===== src/swc_map.vh =====
`ifndef SWC_MAP_VH
`define SWC_MAP_VH
// register offsets
`define SWC_ACC_CTRL1 8'h00
`define SWC_ACC_CTRL4 8'h01
`define SWC_INT1_CFG 8'h02
`define SWC_INT1_THS 8'h03
`define SWC_INT1_DUR 8'h04
`define SWC_INT2_CFG 8'h05
`define SWC_INT2_THS 8'h06
`define SWC_INT2_DUR 8'h07
`define SWC_MAG_CFGA 8'h08
`define SWC_MAG_CFGB 8'h09
`define SWC_MAG_MODE 8'h0a
`define SWC_IRQ_STAT 8'h0b
`define SWC_IRQ_MASK 8'h0c
`define SWC_STATE 8'h0d
`define SWC_ACC_OUT 8'h10
`define SWC_MAG_OUT 8'h18
`define SWC_TRIM_SENS 8'h1e
`define SWC_TRIM_OFF 8'h1f
// field positions
`define SWC_LP_BIT 0
`define SWC_WAKE_BIT 1
`define SWC_SELFTEST_BIT 0
`define SWC_FF_BIT 3
`define SWC_EV_ADRDY 0
`define SWC_EV_MDRDY 1
`define SWC_EV_INT1 2
`define SWC_EV_INT2 3
`define SWC_EV_WAKE 4
`define SWC_EV_TRIM 5
// encodings
`define SWC_BIAS_NORMAL 2'b00
`define SWC_BIAS_POS 2'b01
`define SWC_MODE_CONT 2'b00
`define SWC_MODE_SINGLE 2'b01
`define SWC_MODE_IDLE 2'b11
// reset values
`define SWC_CTRL1_RST 8'h00
`define SWC_CTRL4_RST 8'h00
`define SWC_CFG_RST 8'h00
`define SWC_MODE_RST 8'h03
`define SWC_CFGB_RST 8'h20
// nvm trim locations
`define SWC_NVM_SENS 8'h00
`define SWC_NVM_OFF 8'h01
// timing: set pulse width in ns, clock period in ns
`define SWC_SET_NS 1000
`define SWC_CLK_NS 50
`endif


===== src/swc_accel_event.v =====
`timescale 1ns/1ns
`include "swc_map.vh"
// inertial event detector for one interrupt output
module swc_accel_event #(
   parameter W = 16
) (
   // clock and reset
   input wire clk,
   input wire rst_n,
   // acceleration samples
   input wire sample_valid,
   input wire signed [W-1:0] ax,
   input wire signed [W-1:0] ay,
   input wire signed [W-1:0] az,
   // configuration
   input wire [7:0] cfg,
   input wire [7:0] ths,
   input wire [7:0] dur,
   // results
   output reg int_reg,
   output reg rise_reg
);
   // magnitude of one axis, unsigned; the most negative value maps to itself
   function [W-1:0] mag_abs;
      input [W-1:0] v;
      begin
         mag_abs = v[W-1] ? (~v + {{(W-1){1'b0}}, 1'b1}) : v;
      end
   endfunction

   wire [W-1:0] lim = {1'b0, ths[6:0], {(W-8){1'b0}}};
   wire [2:0] above;
   wire [2:0] en = cfg[2:0];
   reg hit;
   reg [7:0] cnt_reg;

   assign above[0] = mag_abs(ax) > lim;
   assign above[1] = mag_abs(ay) > lim;
   assign above[2] = mag_abs(az) > lim;

   // free-fall: every enabled axis low; wakeup: any enabled axis high
   always @* begin
      if (cfg[`SWC_FF_BIT]) begin
         hit = (en != 3'h0) && ((above & en) == 3'h0);
      end else begin
         hit = (above & en) != 3'h0;
      end
   end

   always @(posedge clk) begin
      if (!rst_n) begin
         cnt_reg <= 8'h00;
         int_reg <= 1'b0;
         rise_reg <= 1'b0;
      end else begin
         rise_reg <= 1'b0;
         if (sample_valid) begin
            if (!hit) begin
               cnt_reg <= 8'h00;
               int_reg <= 1'b0;
            end else if (cnt_reg >= dur) begin
               int_reg <= 1'b1;
               rise_reg <= ~int_reg;
            end else begin
               cnt_reg <= cnt_reg + 8'h01;
            end
         end
      end
   end
endmodule


===== src/swc_top.v =====
`timescale 1ns/1ns
`include "swc_map.vh"
// accelerometer self-test, wake and magnetometer self-test control
module swc_top #(
   parameter W = 16
) (
   // clock and reset
   input wire clk,
   input wire rst_n,
   // register port
   input wire [7:0] reg_addr,
   input wire [7:0] reg_wdata,
   input wire reg_wr,
   input wire reg_rd,
   output reg [7:0] reg_rdata,
   // trim store
   output reg nvm_rd,
   output reg [7:0] nvm_addr,
   input wire [7:0] nvm_data,
   // accelerometer front end
   input wire acc_sample_valid,
   input wire signed [W-1:0] acc_raw_x,
   input wire signed [W-1:0] acc_raw_y,
   input wire signed [W-1:0] acc_raw_z,
   output reg acc_test_force,
   output reg acc_odr_high,
   // magnetometer front end
   input wire mag_core_pwr,
   output reg mag_acq_start,
   output reg mag_set_pulse,
   output reg mag_strap_en,
   input wire mag_acq_valid,
   input wire signed [W-1:0] mag_raw_x,
   input wire signed [W-1:0] mag_raw_y,
   input wire signed [W-1:0] mag_raw_z,
   // status pins
   output reg drdy_acc,
   output reg drdy_mag,
   output wire int1,
   output wire int2,
   output reg irq
);
   ////////////////////////////////////////////////////////////////////
   // constants
   localparam integer SET_CYC_I = (`SWC_SET_NS + `SWC_CLK_NS - 1) / `SWC_CLK_NS;
   localparam [7:0] SET_CYC = SET_CYC_I[7:0];
   // magnetometer sequence states
   localparam [1:0] MS_IDLE = 2'd0;
   localparam [1:0] MS_SET = 2'd1;
   localparam [1:0] MS_ACQ1 = 2'd2;
   localparam [1:0] MS_ACQ2 = 2'd3;

   ////////////////////////////////////////////////////////////////////
   // registers
   reg [7:0] ctrl1_reg; // low power and wake enable
   reg [7:0] accel_control_four; // self-test bit and scale
   reg [7:0] i1cfg_reg, i1ths_reg, i1dur_reg;
   reg [7:0] i2cfg_reg, i2ths_reg, i2dur_reg;
   reg [7:0] cfga_reg; // bias bits in the low two bits
   reg [7:0] cfgb_reg; // mag_gain_select in bits 7:5
   reg [7:0] mode_reg;
   reg [5:0] stat_reg, mask_reg;
   reg [7:0] accel_sensitivity_trim, accel_zero_offset_trim;
   reg trim_done_reg;
   reg [1:0] trim_step_reg;
   reg awake_reg; // set by wake event
   reg [W-1:0] acc_x_reg, acc_y_reg, acc_z_reg;
   reg [W-1:0] mag_x_reg, mag_y_reg, mag_z_reg;
   reg [W-1:0] first_x_reg, first_y_reg, first_z_reg;
   reg [W-1:0] res_x_reg, res_y_reg, res_z_reg;
   reg pend_reg; // result waiting for a cycle with no host read
   reg [1:0] ms_reg;
   reg [7:0] set_cnt_reg;
   reg pwr_s1_reg, pwr_s2_reg; // core supply synchroniser
   reg single_done; // fsm finished a single conversion
   reg mag_new; // result stored this cycle

   wire [1:0] mag_bias_cfg = cfga_reg[1:0];
   wire mag_bias_cfg_hi = mag_bias_cfg[1];
   wire mag_bias_cfg_lo = mag_bias_cfg[0];
   wire [2:0] mag_gain_select = cfgb_reg[7:5];
   wire selftest_on = {mag_bias_cfg_hi, mag_bias_cfg_lo} == `SWC_BIAS_POS;
   wire i1_lvl, i2_lvl, i1_rise, i2_rise;
   wire [5:0] ev;
   wire acc_new = acc_sample_valid & trim_done_reg;
   wire wake_ev = (i1_rise | i2_rise) & ctrl1_reg[`SWC_LP_BIT] & ctrl1_reg[`SWC_WAKE_BIT] & ~awake_reg;
   wire rd_acc_z = reg_rd && reg_addr == (`SWC_ACC_OUT + 8'h05);
   wire rd_mag_z = reg_rd && reg_addr == (`SWC_MAG_OUT + 8'h05);

   // offset trim, then full-scale shift selected in the control register
   function [W-1:0] acc_scale;
      input [W-1:0] raw;
      input [7:0] off;
      input [1:0] fs;
      reg [W-1:0] t;
      begin
         t = raw - {{(W-8){off[7]}}, off};
         acc_scale = $signed(t) >>> fs;
      end
   endfunction

   ////////////////////////////////////////////////////////////////////
   // inertial interrupt detectors
   // detectors run on every sample taken after the trim download
   swc_accel_event #(.W(W)) u_ev1 (
      .clk(clk),
      .rst_n(rst_n),
      .sample_valid(acc_new),
      .ax(acc_raw_x),
      .ay(acc_raw_y),
      .az(acc_raw_z),
      .cfg(i1cfg_reg),
      .ths(i1ths_reg),
      .dur(i1dur_reg),
      .int_reg(i1_lvl),
      .rise_reg(i1_rise)
   );
   swc_accel_event #(.W(W)) u_ev2 (
      .clk(clk),
      .rst_n(rst_n),
      .sample_valid(acc_new),
      .ax(acc_raw_x),
      .ay(acc_raw_y),
      .az(acc_raw_z),
      .cfg(i2cfg_reg),
      .ths(i2ths_reg),
      .dur(i2dur_reg),
      .int_reg(i2_lvl),
      .rise_reg(i2_rise)
   );
   assign int1 = i1_lvl;
   assign int2 = i2_lvl;

   ////////////////////////////////////////////////////////////////////
   // host register writes
   assign ev = {trim_step_reg == 2'd1 ? 1'b0 : (trim_step_reg == 2'd2), wake_ev, i2_rise, i1_rise, mag_new, acc_new};
   always @(posedge clk) begin
      if (!rst_n) begin
         ctrl1_reg <= `SWC_CTRL1_RST;
         accel_control_four <= `SWC_CTRL4_RST;
         i1cfg_reg <= `SWC_CFG_RST;
         i1ths_reg <= `SWC_CFG_RST;
         i1dur_reg <= `SWC_CFG_RST;
         i2cfg_reg <= `SWC_CFG_RST;
         i2ths_reg <= `SWC_CFG_RST;
         i2dur_reg <= `SWC_CFG_RST;
         cfga_reg <= `SWC_CFG_RST;
         cfgb_reg <= `SWC_CFGB_RST;
         mode_reg <= `SWC_MODE_RST;
         mask_reg <= 6'h00;
         stat_reg <= 6'h00;
      end else begin
         if (reg_wr) begin
            case (reg_addr)
               `SWC_ACC_CTRL1: ctrl1_reg <= reg_wdata;
               `SWC_ACC_CTRL4: accel_control_four <= reg_wdata;
               `SWC_INT1_CFG: i1cfg_reg <= reg_wdata;
               `SWC_INT1_THS: i1ths_reg <= reg_wdata;
               `SWC_INT1_DUR: i1dur_reg <= reg_wdata;
               `SWC_INT2_CFG: i2cfg_reg <= reg_wdata;
               `SWC_INT2_THS: i2ths_reg <= reg_wdata;
               `SWC_INT2_DUR: i2dur_reg <= reg_wdata;
               `SWC_MAG_CFGA: cfga_reg <= reg_wdata;
               `SWC_MAG_CFGB: cfgb_reg <= reg_wdata;
               `SWC_IRQ_MASK: mask_reg <= reg_wdata[5:0];
               default: ;
            endcase
         end
         // single conversion falls back to idle; a host write wins
         if (reg_wr && reg_addr == `SWC_MAG_MODE) begin
            mode_reg <= reg_wdata;
         end else if (single_done) begin
            mode_reg <= {6'h00, `SWC_MODE_IDLE};
         end
         // sticky events, write one to clear, a new event wins
         if (reg_wr && reg_addr == `SWC_IRQ_STAT) begin
            stat_reg <= (stat_reg & ~reg_wdata[5:0]) | ev;
         end else begin
            stat_reg <= stat_reg | ev;
         end
      end
   end

   ////////////////////////////////////////////////////////////////////
   // host register reads, data one cycle after the strobe
   // access works with the core supply off
   always @(posedge clk) begin
      if (!rst_n) begin
         reg_rdata <= 8'h00;
      end else if (reg_rd) begin
         case (reg_addr)
            `SWC_ACC_CTRL1: reg_rdata <= ctrl1_reg;
            `SWC_ACC_CTRL4: reg_rdata <= accel_control_four;
            `SWC_INT1_CFG: reg_rdata <= i1cfg_reg;
            `SWC_INT1_THS: reg_rdata <= i1ths_reg;
            `SWC_INT1_DUR: reg_rdata <= i1dur_reg;
            `SWC_INT2_CFG: reg_rdata <= i2cfg_reg;
            `SWC_INT2_THS: reg_rdata <= i2ths_reg;
            `SWC_INT2_DUR: reg_rdata <= i2dur_reg;
            `SWC_MAG_CFGA: reg_rdata <= cfga_reg;
            `SWC_MAG_CFGB: reg_rdata <= {mag_gain_select, cfgb_reg[4:0]};
            `SWC_MAG_MODE: reg_rdata <= mode_reg;
            `SWC_IRQ_STAT: reg_rdata <= {2'b00, stat_reg};
            `SWC_IRQ_MASK: reg_rdata <= {2'b00, mask_reg};
            `SWC_STATE: reg_rdata <= {2'b00, ms_reg, pwr_s2_reg, trim_done_reg, acc_odr_high, awake_reg};
            `SWC_ACC_OUT: reg_rdata <= acc_x_reg[7:0];
            8'h11: reg_rdata <= acc_x_reg[15:8];
            8'h12: reg_rdata <= acc_y_reg[7:0];
            8'h13: reg_rdata <= acc_y_reg[15:8];
            8'h14: reg_rdata <= acc_z_reg[7:0];
            8'h15: reg_rdata <= acc_z_reg[15:8];
            `SWC_MAG_OUT: reg_rdata <= mag_x_reg[7:0];
            8'h19: reg_rdata <= mag_x_reg[15:8];
            8'h1a: reg_rdata <= mag_y_reg[7:0];
            8'h1b: reg_rdata <= mag_y_reg[15:8];
            8'h1c: reg_rdata <= mag_z_reg[7:0];
            8'h1d: reg_rdata <= mag_z_reg[15:8];
            `SWC_TRIM_SENS: reg_rdata <= accel_sensitivity_trim;
            `SWC_TRIM_OFF: reg_rdata <= accel_zero_offset_trim;
            // unmapped addresses read zero
            default: reg_rdata <= 8'h00;
         endcase
      end
   end

   ////////////////////////////////////////////////////////////////////
   // trim download after reset
   // two reads from the trim store before sampling starts
   always @(posedge clk) begin
      if (!rst_n) begin
         trim_step_reg <= 2'd0;
         trim_done_reg <= 1'b0;
         nvm_rd <= 1'b0;
         nvm_addr <= 8'h00;
         accel_sensitivity_trim <= 8'h00;
         accel_zero_offset_trim <= 8'h00;
      end else begin
         nvm_rd <= 1'b0;
         case (trim_step_reg)
            2'd0: begin
               nvm_rd <= 1'b1;
               nvm_addr <= `SWC_NVM_SENS;
               trim_step_reg <= 2'd1;
            end
            2'd1: begin
               accel_sensitivity_trim <= nvm_data;
               nvm_rd <= 1'b1;
               nvm_addr <= `SWC_NVM_OFF;
               trim_step_reg <= 2'd2;
            end
            2'd2: begin
               accel_zero_offset_trim <= nvm_data;
               trim_done_reg <= 1'b1;
               trim_step_reg <= 2'd3;
            end
            default: trim_step_reg <= 2'd3;
         endcase
      end
   end

   ////////////////////////////////////////////////////////////////////
   // accelerometer data, self-test drive and wake
   always @(posedge clk) begin
      if (!rst_n) begin
         acc_x_reg <= {W{1'b0}};
         acc_y_reg <= {W{1'b0}};
         acc_z_reg <= {W{1'b0}};
         acc_test_force <= 1'b0;
         acc_odr_high <= 1'b1;
         awake_reg <= 1'b0;
         drdy_acc <= 1'b0;
         irq <= 1'b0;
      end else begin
         // actuation follows the self-test bit only
         acc_test_force <= accel_control_four[`SWC_SELFTEST_BIT];
         // output scaled by selected full scale
         if (acc_new) begin
            acc_x_reg <= acc_scale(acc_raw_x, accel_zero_offset_trim, accel_control_four[5:4]);
            acc_y_reg <= acc_scale(acc_raw_y, accel_zero_offset_trim, accel_control_four[5:4]);
            acc_z_reg <= acc_scale(acc_raw_z, accel_zero_offset_trim, accel_control_four[5:4]);
         end
         // wake event raises rate until control is rewritten
         if (wake_ev) begin
            awake_reg <= 1'b1;
         end else if (reg_wr && reg_addr == `SWC_ACC_CTRL1) begin
            awake_reg <= 1'b0;
         end
         acc_odr_high <= ~ctrl1_reg[`SWC_LP_BIT] | awake_reg | wake_ev;
         // fresh set flag; cleared by reading z high, new set wins
         if (acc_new) begin
            drdy_acc <= 1'b1;
         end else if (rd_acc_z) begin
            drdy_acc <= 1'b0;
         end
         irq <= |((stat_reg | ev) & mask_reg);
      end
   end

   ////////////////////////////////////////////////////////////////////
   // magnetometer conversion sequence
   always @(posedge clk) begin
      if (!rst_n) begin
         pwr_s1_reg <= 1'b0;
         pwr_s2_reg <= 1'b0;
         ms_reg <= MS_IDLE;
         set_cnt_reg <= 8'h00;
         mag_acq_start <= 1'b0;
         mag_set_pulse <= 1'b0;
         mag_strap_en <= 1'b0;
         first_x_reg <= {W{1'b0}};
         first_y_reg <= {W{1'b0}};
         first_z_reg <= {W{1'b0}};
         res_x_reg <= {W{1'b0}};
         res_y_reg <= {W{1'b0}};
         res_z_reg <= {W{1'b0}};
         pend_reg <= 1'b0;
         single_done <= 1'b0;
      end else begin
         pwr_s1_reg <= mag_core_pwr;
         pwr_s2_reg <= pwr_s1_reg;
         mag_acq_start <= 1'b0;
         single_done <= 1'b0;
         if (mag_new) begin
            pend_reg <= 1'b0;
         end
         if (!pwr_s2_reg) begin
            ms_reg <= MS_IDLE;
            mag_set_pulse <= 1'b0;
            mag_strap_en <= 1'b0;
         end else begin
            case (ms_reg)
               MS_IDLE: begin
                  if (trim_done_reg && !pend_reg &&
                      (mode_reg[1:0] == `SWC_MODE_CONT || mode_reg[1:0] == `SWC_MODE_SINGLE)) begin
                     mag_set_pulse <= 1'b1;
                     set_cnt_reg <= SET_CYC;
                     ms_reg <= MS_SET;
                  end
               end
               MS_SET: begin
                  if (set_cnt_reg == 8'h01) begin
                     mag_set_pulse <= 1'b0;
                     mag_acq_start <= 1'b1;
                     ms_reg <= MS_ACQ1;
                  end
                  set_cnt_reg <= set_cnt_reg - 8'h01;
               end
               MS_ACQ1: begin
                  if (mag_acq_valid) begin
                     if (selftest_on && mode_reg[1:0] == `SWC_MODE_SINGLE) begin
                        // keep first, start biased second acquisition
                        first_x_reg <= mag_raw_x;
                        first_y_reg <= mag_raw_y;
                        first_z_reg <= mag_raw_z;
                        mag_strap_en <= 1'b1;
                        mag_acq_start <= 1'b1;
                        ms_reg <= MS_ACQ2;
                     end else begin
                        res_x_reg <= mag_raw_x;
                        res_y_reg <= mag_raw_y;
                        res_z_reg <= mag_raw_z;
                        pend_reg <= 1'b1;
                        single_done <= mode_reg[1:0] == `SWC_MODE_SINGLE;
                        ms_reg <= MS_IDLE;
                     end
                  end
               end
               MS_ACQ2: begin
                  if (mag_acq_valid) begin
                     // net value is second minus first
                     res_x_reg <= mag_raw_x - first_x_reg;
                     res_y_reg <= mag_raw_y - first_y_reg;
                     res_z_reg <= mag_raw_z - first_z_reg;
                     pend_reg <= 1'b1;
                     mag_strap_en <= 1'b0;
                     // back to idle after the pair
                     single_done <= 1'b1;
                     ms_reg <= MS_IDLE;
                  end
               end
               default: ms_reg <= MS_IDLE;
            endcase
         end
      end
   end

   ////////////////////////////////////////////////////////////////////
   // magnetic data registers
   // results wait while the host is reading
   always @* begin
      mag_new = pend_reg & ~reg_rd;
   end
   always @(posedge clk) begin
      if (!rst_n) begin
         mag_x_reg <= {W{1'b0}};
         mag_y_reg <= {W{1'b0}};
         mag_z_reg <= {W{1'b0}};
         drdy_mag <= 1'b0;
      end else begin
         if (mag_new) begin
            mag_x_reg <= res_x_reg;
            mag_y_reg <= res_y_reg;
            mag_z_reg <= res_z_reg;
         end
         if (mag_new) begin
            drdy_mag <= 1'b1;
         end else if (rd_mag_z) begin
            drdy_mag <= 1'b0;
         end
      end
   end
endmodule


===== config.mk =====
export PLATFORM = sky130hd
export DESIGN_NAME = swc_top
export DESIGN_NICKNAME = d
export VERILOG_FILES = /design/src/swc_accel_event.v /design/src/swc_top.v
export VERILOG_INCLUDE_DIRS = /design/src
export SDC_FILE = /design/constraint.sdc
export NUM_CORES = 1
export LEC_CHECK = 0
export BUFFER_PORTS_ARGS = -buffer_cell sky130_fd_sc_hd__buf_2
export CORE_ASPECT_RATIO = 1.5
export CORE_MARGIN = 3
export CORE_UTILIZATION = 50
export DETAILED_ROUTE_END_ITERATION = 12
export GPL_TIMING_DRIVEN = 0
export PLACE_DENSITY = 0.68
export SLEW_MARGIN = 20
export SYNTH_ARGS = -nofsm -noshare
export SYNTH_HDL_FRONTEND = slang
export SYNTH_HIERARCHICAL = 1
export SYNTH_SLANG_ARGS = --single-unit

===== constraint.sdc =====
create_clock -name clk -period 4.9 [get_ports clk]
set_clock_uncertainty 0.05 [all_clocks]
set_input_delay 0.49 -clock clk [delete_from_list [all_inputs] [get_ports clk]]
set_output_delay 0.49 -clock clk [all_outputs]
set_load 0.03 [all_outputs]

==> results of run 1 <==
-- stage by stage --
stage,power [mW],util (%),area (um^2)
floorplan,3.905,-,24310
global placement,4.319,53.91,25780
detailed placement,4.350,53.97,25810
CTS,7.463,56.81,27160
global route,7.712,56.81,27160
finish,7.483,56.82,27170
-- Yosys cell counts (all sizes together), types with 38 or more instances --
cell type / n
clkbuf: 130
o211ai: 38
a22oi: 50
nand2: 488
a211oi: 46
xnor2: 82
nor3: 78
inv: 157
buf: 41
ha: 162
mux2i: 49
o21ai: 142
a21oi: 346
xor2: 43
nand3: 150
nor2: 197
dfxtp: 364
-- routing by layer --
layer	vias to the layer above	share of wire, %	GRT usage, %
li1	11840	-	-
met1	11980	34	39.18
met2	1152	48	67.25
met3	397	6.6	6.557
met4	4	11	35.67
met5	-	0.024	0
-- where the power goes --
part / leakage [nW] / internal (mW) / switching [mW]
combinational: 6.10 / 0.457 / 0.831
sequential: 2.94 / 2.99 / 0.0438
clock: 0.670 / 1.88 / 1.27
total: 9.70 / 5.33 / 2.15
-- cell families (layout without fill, tap and decap cells) --
| group | after synthesis | count (layout) | share of synthesized area [%] |
|---|---|---|---|
| compound gates | 936 | 936 | 25.36 |
| xor+xnor | 125 | 125 | 4.508 |
| fa+ha+maj | 168 | 168 | 8.840 |
| buf+inv | 328 | 542 | 5.327 |
| flops | 364 | 364 | 30.00 |
| mux | 65 | 65 | 2.808 |
| other cells | 1 | 9 | 0.01544 |
| simple gates | 1176 | 1176 | 23.15 |
-- cell usage in the layout, fill, tap and decap left out, types with 39 or more instances in the layout --
master	netlist	final
nand2_1	488	488
dfxtp_1	364	364
a21oi_1	342	342
nor2_1	196	196
buf_2	17	162
ha_1	162	162
inv_1	157	157
nand3_1	150	150
clkbuf_1	129	132
o21ai_0	122	122
xnor2_1	82	82
nor3_1	71	68
a22oi_1	50	50
mux2i_1	49	49
xor2_1	43	43
a211oi_1	43	43
clkbuf_16	0	39
-- worst max-delay path by stage --
stage          slack, ns          from                            end  cells after the start
3_5_place_dp        0.16  acc_raw_x[3]  u_ev1/cnt_reg[1]$_SDFFE_PN0P_                     16
4_1_cts             0.72  acc_raw_x[3]  u_ev1/cnt_reg[1]$_SDFFE_PN0P_                     16
2_1_floorplan       1.17  acc_raw_z[5]  u_ev2/cnt_reg[3]$_SDFFE_PN0P_                     14
5_1_grt             0.34  acc_raw_x[3]  u_ev1/cnt_reg[1]$_SDFFE_PN0P_                     16
3_3_place_gp        0.31  acc_raw_x[1]      u_ev2/rise_reg$_SDFF_PN0_                     19
6_report            0.60  acc_raw_x[3]  u_ev1/cnt_reg[1]$_SDFFE_PN0P_                     16
-- final cells by class --
class,count,area (um^2)
antenna,2,5.005
buffer,171,706.9
clock buffer,53,1129
clock inverter,16,229.0
fill,4620,20650
inverter,157,589.3
multi-input combinational,2477,15750
sequential,364,7287
tap,600,750.7
timing repair buffer,145,728.2
-- worst max-delay path, cell delays in order --
cell	delay (ns)
buf_2	0.17
nor4_2	0.42
nand2_1	0.17
o21ai_0	0.39
nand2_1	0.12
xor2_1	0.17
ha_1	0.30
nand3_1	0.13
nor2_1	0.32
nand4_1	0.17
a2111oi_0	0.55
or2_2	0.31
clkbuf_1	0.35
o31a_1	0.20
o311ai_2	0.13
a32o_1	0.29
==> summary.md, run 1 <==
| Metric | Value |
|---|---|
| Port Buffer Count | `between 100 and 150` |
| RSZ-0062 raised after global routing | `no` |
| Final non-filler cell total | `3985` |
| WL per Instance | `roughly 26 um` |
| Setup CP Type | `input port to flop` |
| GPL Wtd Cong | `about 1.1` |
| Clk_lat worst skew | `about 0.55 ns` |
| Final worst path period need | `4.301 ns` |
| Worst hold slack | `0.09482 ns` |
| Setup ws final | `0.5990 ns` |
| HP Start | `mag_core_pwr` |
| Worst VDD drop | `0.2973 mV` |
| Unique masters post-synth | `100` |
| Mapped cell area | `0.02429 mm^2` |
| Final wirelength | `102500 um` |
| Worst slew pin tran | `1.245 ns` |
| Drt drc | `0` |
| Hpwl dp | `81770 um` |
| H-tree Lvls | `2` |
| Arrival time of the worst setup path | `4.69 ns` |
| CORE AREA | `0.04782 mm^2` |
| Prevailing post-synth register cell | `dfxtp_1` |
| Hold path depth | `2` |
| Die area | `0.05131 mm^2` |
| CTS Buf Count | `38` |
| Starting density of the core | `50.79%` |
| Post-route ant nets | `0` |
| Syn-to-layout area delta | `11.86%` |
| Min-delay worst type | `input port to flop` |
| Leakage | `9.704 nW` |
| Pwr dens | `275.4 mW/mm^2` |
| DRT Pass-1 Iters | `7` |
| Run status | `finished clean` |
| Die W | `186.0 um` |
| Final Hold Vio Count | `0` |
| FP Rows | `between 90 and 100` |
| End of the worst hold path | `pwr_s1_reg$_SDFF_PN0_` |
| Post-Syn Instances | `3163` |
| Async S/R FF share, synth | `0%` |
| Setup violators final | `0` |
| GRT Util Overall | `slightly below 40%` |
| Post-CTS Setup Bufs | `0` |
| Reg2Reg Depth | `11` |
| CTS tree | `done` |
| Worst Setup Start Kind | `input port` |
| Layout net count | `3649` |
| Dpl cells | `3914` |
| Worst rel slew slack | `17.02%` |
| Layout cells sized above 1 | `a little under a tenth` |
| CTS hold repair buffers | `0` |
| Final Slew Violations | `0` |
| Leading post-synthesis cells by cell area | `dfxtp_1, ha_1, nand2_1` |
| Share of the synthesized area in the top cell type | `between 30 and 40%` |
| Largest net degree at the start of global routing | `25` |
| Via count | `25370` |
| Max_cap viols | `0` |
| R2R Path Start | `accel_zero_offset_trim[7]$_SDFFE_PN0N_` |
| R2r endpoint | `acc_y_reg[12]$_SDFFE_PN0P_` |
| Vias in the first global route | `24430` |
| First-pass GRT wire length | `149400 um` |
| Grt ovf | `0` |
| Worst reg-to-reg setup slack | `~0.69 ns` |
| Fin crit share | `87.77%` |
| Yosys warns | `6` |
| Starting DRT DRC Count | `1978` |
| Post-synth EDFFs | `0` |
| #FFs+latches synth | `364` |
| Fin Setup TNS | `0 ns` |
| Post-Place Worst Slack | `between 0.15 and 0.2 ns` |
| Crit path max fanout | `11` |
| Crit path required time | `5.29 ns` |
| CTS sink count | `364` |
| Setup crit end kind | `flop` |
| Synth Area per Inst | `7.679 um^2` |
| Via density | `6.365` |
| Clock slew at reported path FFs | `0.06 ns` |
| Maximum clock frequency | `around 230 MHz` |
| Clock buffer depth | `3` |
| Sequential area share after synthesis | `a little under a third` |
| Largest area contributor in the netlist | `dfxtp_1` |
| Die height | `about 280 um` |
| Initial antenna violation count | `3` |
| # resized after CTS | `0` |
| Clock root buffer | `clkbuf_16` |
| I/O pin count | `154` |
Note: power is estimated with default switching activity, not from simulation.
==> inputs of run 2 (changes only) <==
==> constraint.sdc (replaced) <==
create_clock -name clk -period 4.9 [get_ports clk]
set_clock_uncertainty 0.05 [all_clocks]
set_input_delay 0.98 -clock clk [delete_from_list [all_inputs] [get_ports clk]]
set_output_delay 0.98 -clock clk [all_outputs]
set_load 0.03 [all_outputs]
==> run 2 against run 1 <==
Net effect:
- combinational power about the same
- worst hold slack improved by 0.29 ns
- core utilization about the same
- via count about the same
- sequential power about the same
==> summary.md, run 2 (synthesized netlist as in run 1, its figures left out) <==
| Metric | Value |
|---|---|
| Run status | `finished clean` |
| Clock slew at reported path FFs | `0.06 ns (about the same)` |
| GRT Util Overall | `38.76% (about the same)` |
| Final cell utilization of the core | `56.82% (about the same)` |
| Initial antenna violation count | `3 (unchanged)` |
| Leakage | `9.704 nW (about the same)` |
| Worst Setup Start Kind | `input port` |
| Die W | `186.0 um (unchanged)` |
| Cell Chain, Critical Path | `buf_2, nor4_2, nand2_1, o21ai_1, nand2_1, xor2_1, ha_1, nand3_1, nor2_1, nand4_1, a2111oi_1, or2_2, clkbuf_1, o31a_1, o311ai_2, a32o_1` |
| Worst hold slack | `0.3820 ns (+0.2872 ns)` |
| Clk_lat worst skew | `0.55 ns (about the same)` |
| Final wirelength | `102600 um (+0.13%)` |
| DRT Pass-1 Iters | `6 (-1)` |
| Seq pwr share | `40.6% (about the same)` |
| Max stage delay on crit path | `0.45 ns (-0.10 ns)` |
| Worst VDD drop | `0.2962 mV (-0.35%)` |
| Layout net count | `3649 (unchanged)` |
| Arrival time of the worst setup path | `4.97 ns (+0.28 ns)` |
| CTS sink count | `364 (unchanged)` |
| Commonest non-fill, non-tap cells in the layout | `nand2_1, dfxtp_1, a21oi_1` |
| Switching share of total power | `28.67% (-0.034 points)` |
| Drt drc | `0 (unchanged)` |
| Setup CP Type | `input port to flop` |
| Grt ovf | `0 (unchanged)` |
| Port Buffer Count | `144 (unchanged)` |
| Setup violators final | `0 (unchanged)` |
| Critical path's slowest cell | `a2111oi_1` |
| Die area | `0.05131 mm^2 (unchanged)` |
| Setup crit end kind | `flop` |
| Post-route ant nets | `0 (unchanged)` |
| Worst slew pin tran | `1.256 ns (+0.01135 ns)` |
| Combinational power share | `17.2% (about the same)` |
| I/O pin count | `154 (unchanged)` |
| Final Hold Vio Count | `0 (unchanged)` |
| Cell mode on critical path | `nand2_1` |
| Final Slew Violations | `0 (unchanged)` |
| Syn-to-layout area delta | `11.87% (about the same)` |
| Crit path max fanout | `11 (unchanged)` |
| Final worst path period need | `4.575 ns (+0.2738 ns)` |
| CORE AREA | `0.04782 mm^2 (unchanged)` |
| Hpwl dp | `81770 um (unchanged)` |
| Die height | `275.9 um (unchanged)` |
| GPL Wtd Cong | `1.071 (unchanged)` |
| CTS Buf Count | `38 (unchanged)` |
| Maximum clock frequency | `218.6 MHz (-6.0%)` |
| FP Rows | `98 (unchanged)` |
| CTS hold repair buffers | `0 (unchanged)` |
| Worst rel slew slack | `16.26% (-0.76 points)` |
| Fin crit share | `93.36% (+5.6 points)` |
| Vias in the first global route | `24430 (-0.0082%)` |
| CP bufs+invs | `2 (unchanged)` |
| Via count | `25380 (+0.043%)` |
| Clock root buffer | `clkbuf_16` |
| P_int | `5.335 mW (about the same)` |
| RSZ-0062 raised after global routing | `no` |
| Layout cells sized above 1 | `9.104% (unchanged)` |
| Min-delay worst type | `flop to flop` |
| Power share of the clock group | `42.1% (about the same)` |
| Clock buffer depth | `3 (unchanged)` |
| Pwr dens | `275.3 mW/mm^2 (about the same)` |
| CP delay by family, top | `simple AND/OR/NAND/NOR gates` |
| First-pass GRT wire length | `149400 um (about the same)` |
| Largest net degree at the start of global routing | `25 (unchanged)` |
| Starting density of the core | `50.79% (unchanged)` |
| Net Sw Power | `2.144 mW (-0.16%)` |
| Commonest non-fill, non-tap cell in the layout | `nand2_1` |
| CTS tree | `done` |
| Starting DRT DRC Count | `2071 (+4.7%)` |
| WL per Instance | `25.75 um (+0.13%)` |
| Max_cap viols | `0 (unchanged)` |
| H-tree Lvls | `2 (unchanged)` |
| Crit path required time | `5.29 ns (about the same)` |
| Via density | `6.368 (about the same)` |
-- run 2: cell counts in the layout (fill, tap and decap cells not counted) --
No cell type changed its count.
-- run 2: worst paths after layout --
check / start / slack [ns] / endpoint / depth (start not counted)
worst max-delay path: acc_raw_x[3] / 0.33 / u_ev1/cnt_reg[1]$_SDFFE_PN0P_ / 16
worst min-delay path: pwr_s1_reg$_SDFF_PN0_ / 0.38 / pwr_s2_reg$_SDFF_PN0_ / 1
worst max register to register: accel_zero_offset_trim[7]$_SDFFE_PN0N_ / 0.69 / acc_z_reg[14]$_SDFFE_PN0P_ / 10
worst min register to register: pwr_s1_reg$_SDFF_PN0_ / 0.38 / pwr_s2_reg$_SDFF_PN0_ / 1
-- run 2: routing by layer --
layer / global-route usage, % / routed length [um] / vias to the layer above
met5: 0 / 25 / -
met4: 35.69 / 11520 / 4
met2: 67.24 / 49390 / 1151
met3: 6.557 / 6645 / 389
li1: - / - / 11850
met1: 39.20 / 35030 / 11990
-- run 2: final cells by class --
class	count	area [um^2]
antenna	2	5.005
buffer	171	706.9
clock buffer	53	1129
clock inverter	16	229.0
fill	4619	20650
inverter	157	589.3
multi-input combinational	2477	15750
sequential	364	7287
tap	600	750.7
timing repair buffer	145	728.2
-- run 2: power groups by stage --
| stage | clock network (mW) | logic [mW] | registers (mW) |
|---|---|---|---|
| 2_1_floorplan | 0 | 0.824 | 3.08 |
| 3_3_place_gp | 0 | 1.22 | 3.10 |
| 3_5_place_dp | 0 | 1.25 | 3.10 |
| 4_1_cts | 3.17 | 1.26 | 3.04 |
| 5_1_grt | 3.28 | 1.39 | 3.04 |
| 6_report | 3.15 | 1.29 | 3.04 |
-- run 2: stage by stage --
step	setup TNS, ns	worst slack (ns)	total power [mW]	std cells	instance area (um^2)
CTS	0	0.2319	7.463	3983	27160
floorplan	0	0.6843	3.905	3169	24310
finish	0	0.3252	7.479	3985	27170
global route	0	0.07067	7.712	3983	27170
global placement	-1.818	-0.1822	4.319	3913	25780
detailed placement	-2.612	-0.3328	4.350	3914	25810
-- run 2: what timing repair did --
item,in CTS,in global routing
gates resized for setup,0,2
endpoints found under the setup margin,0,7
buffers inserted,0,0
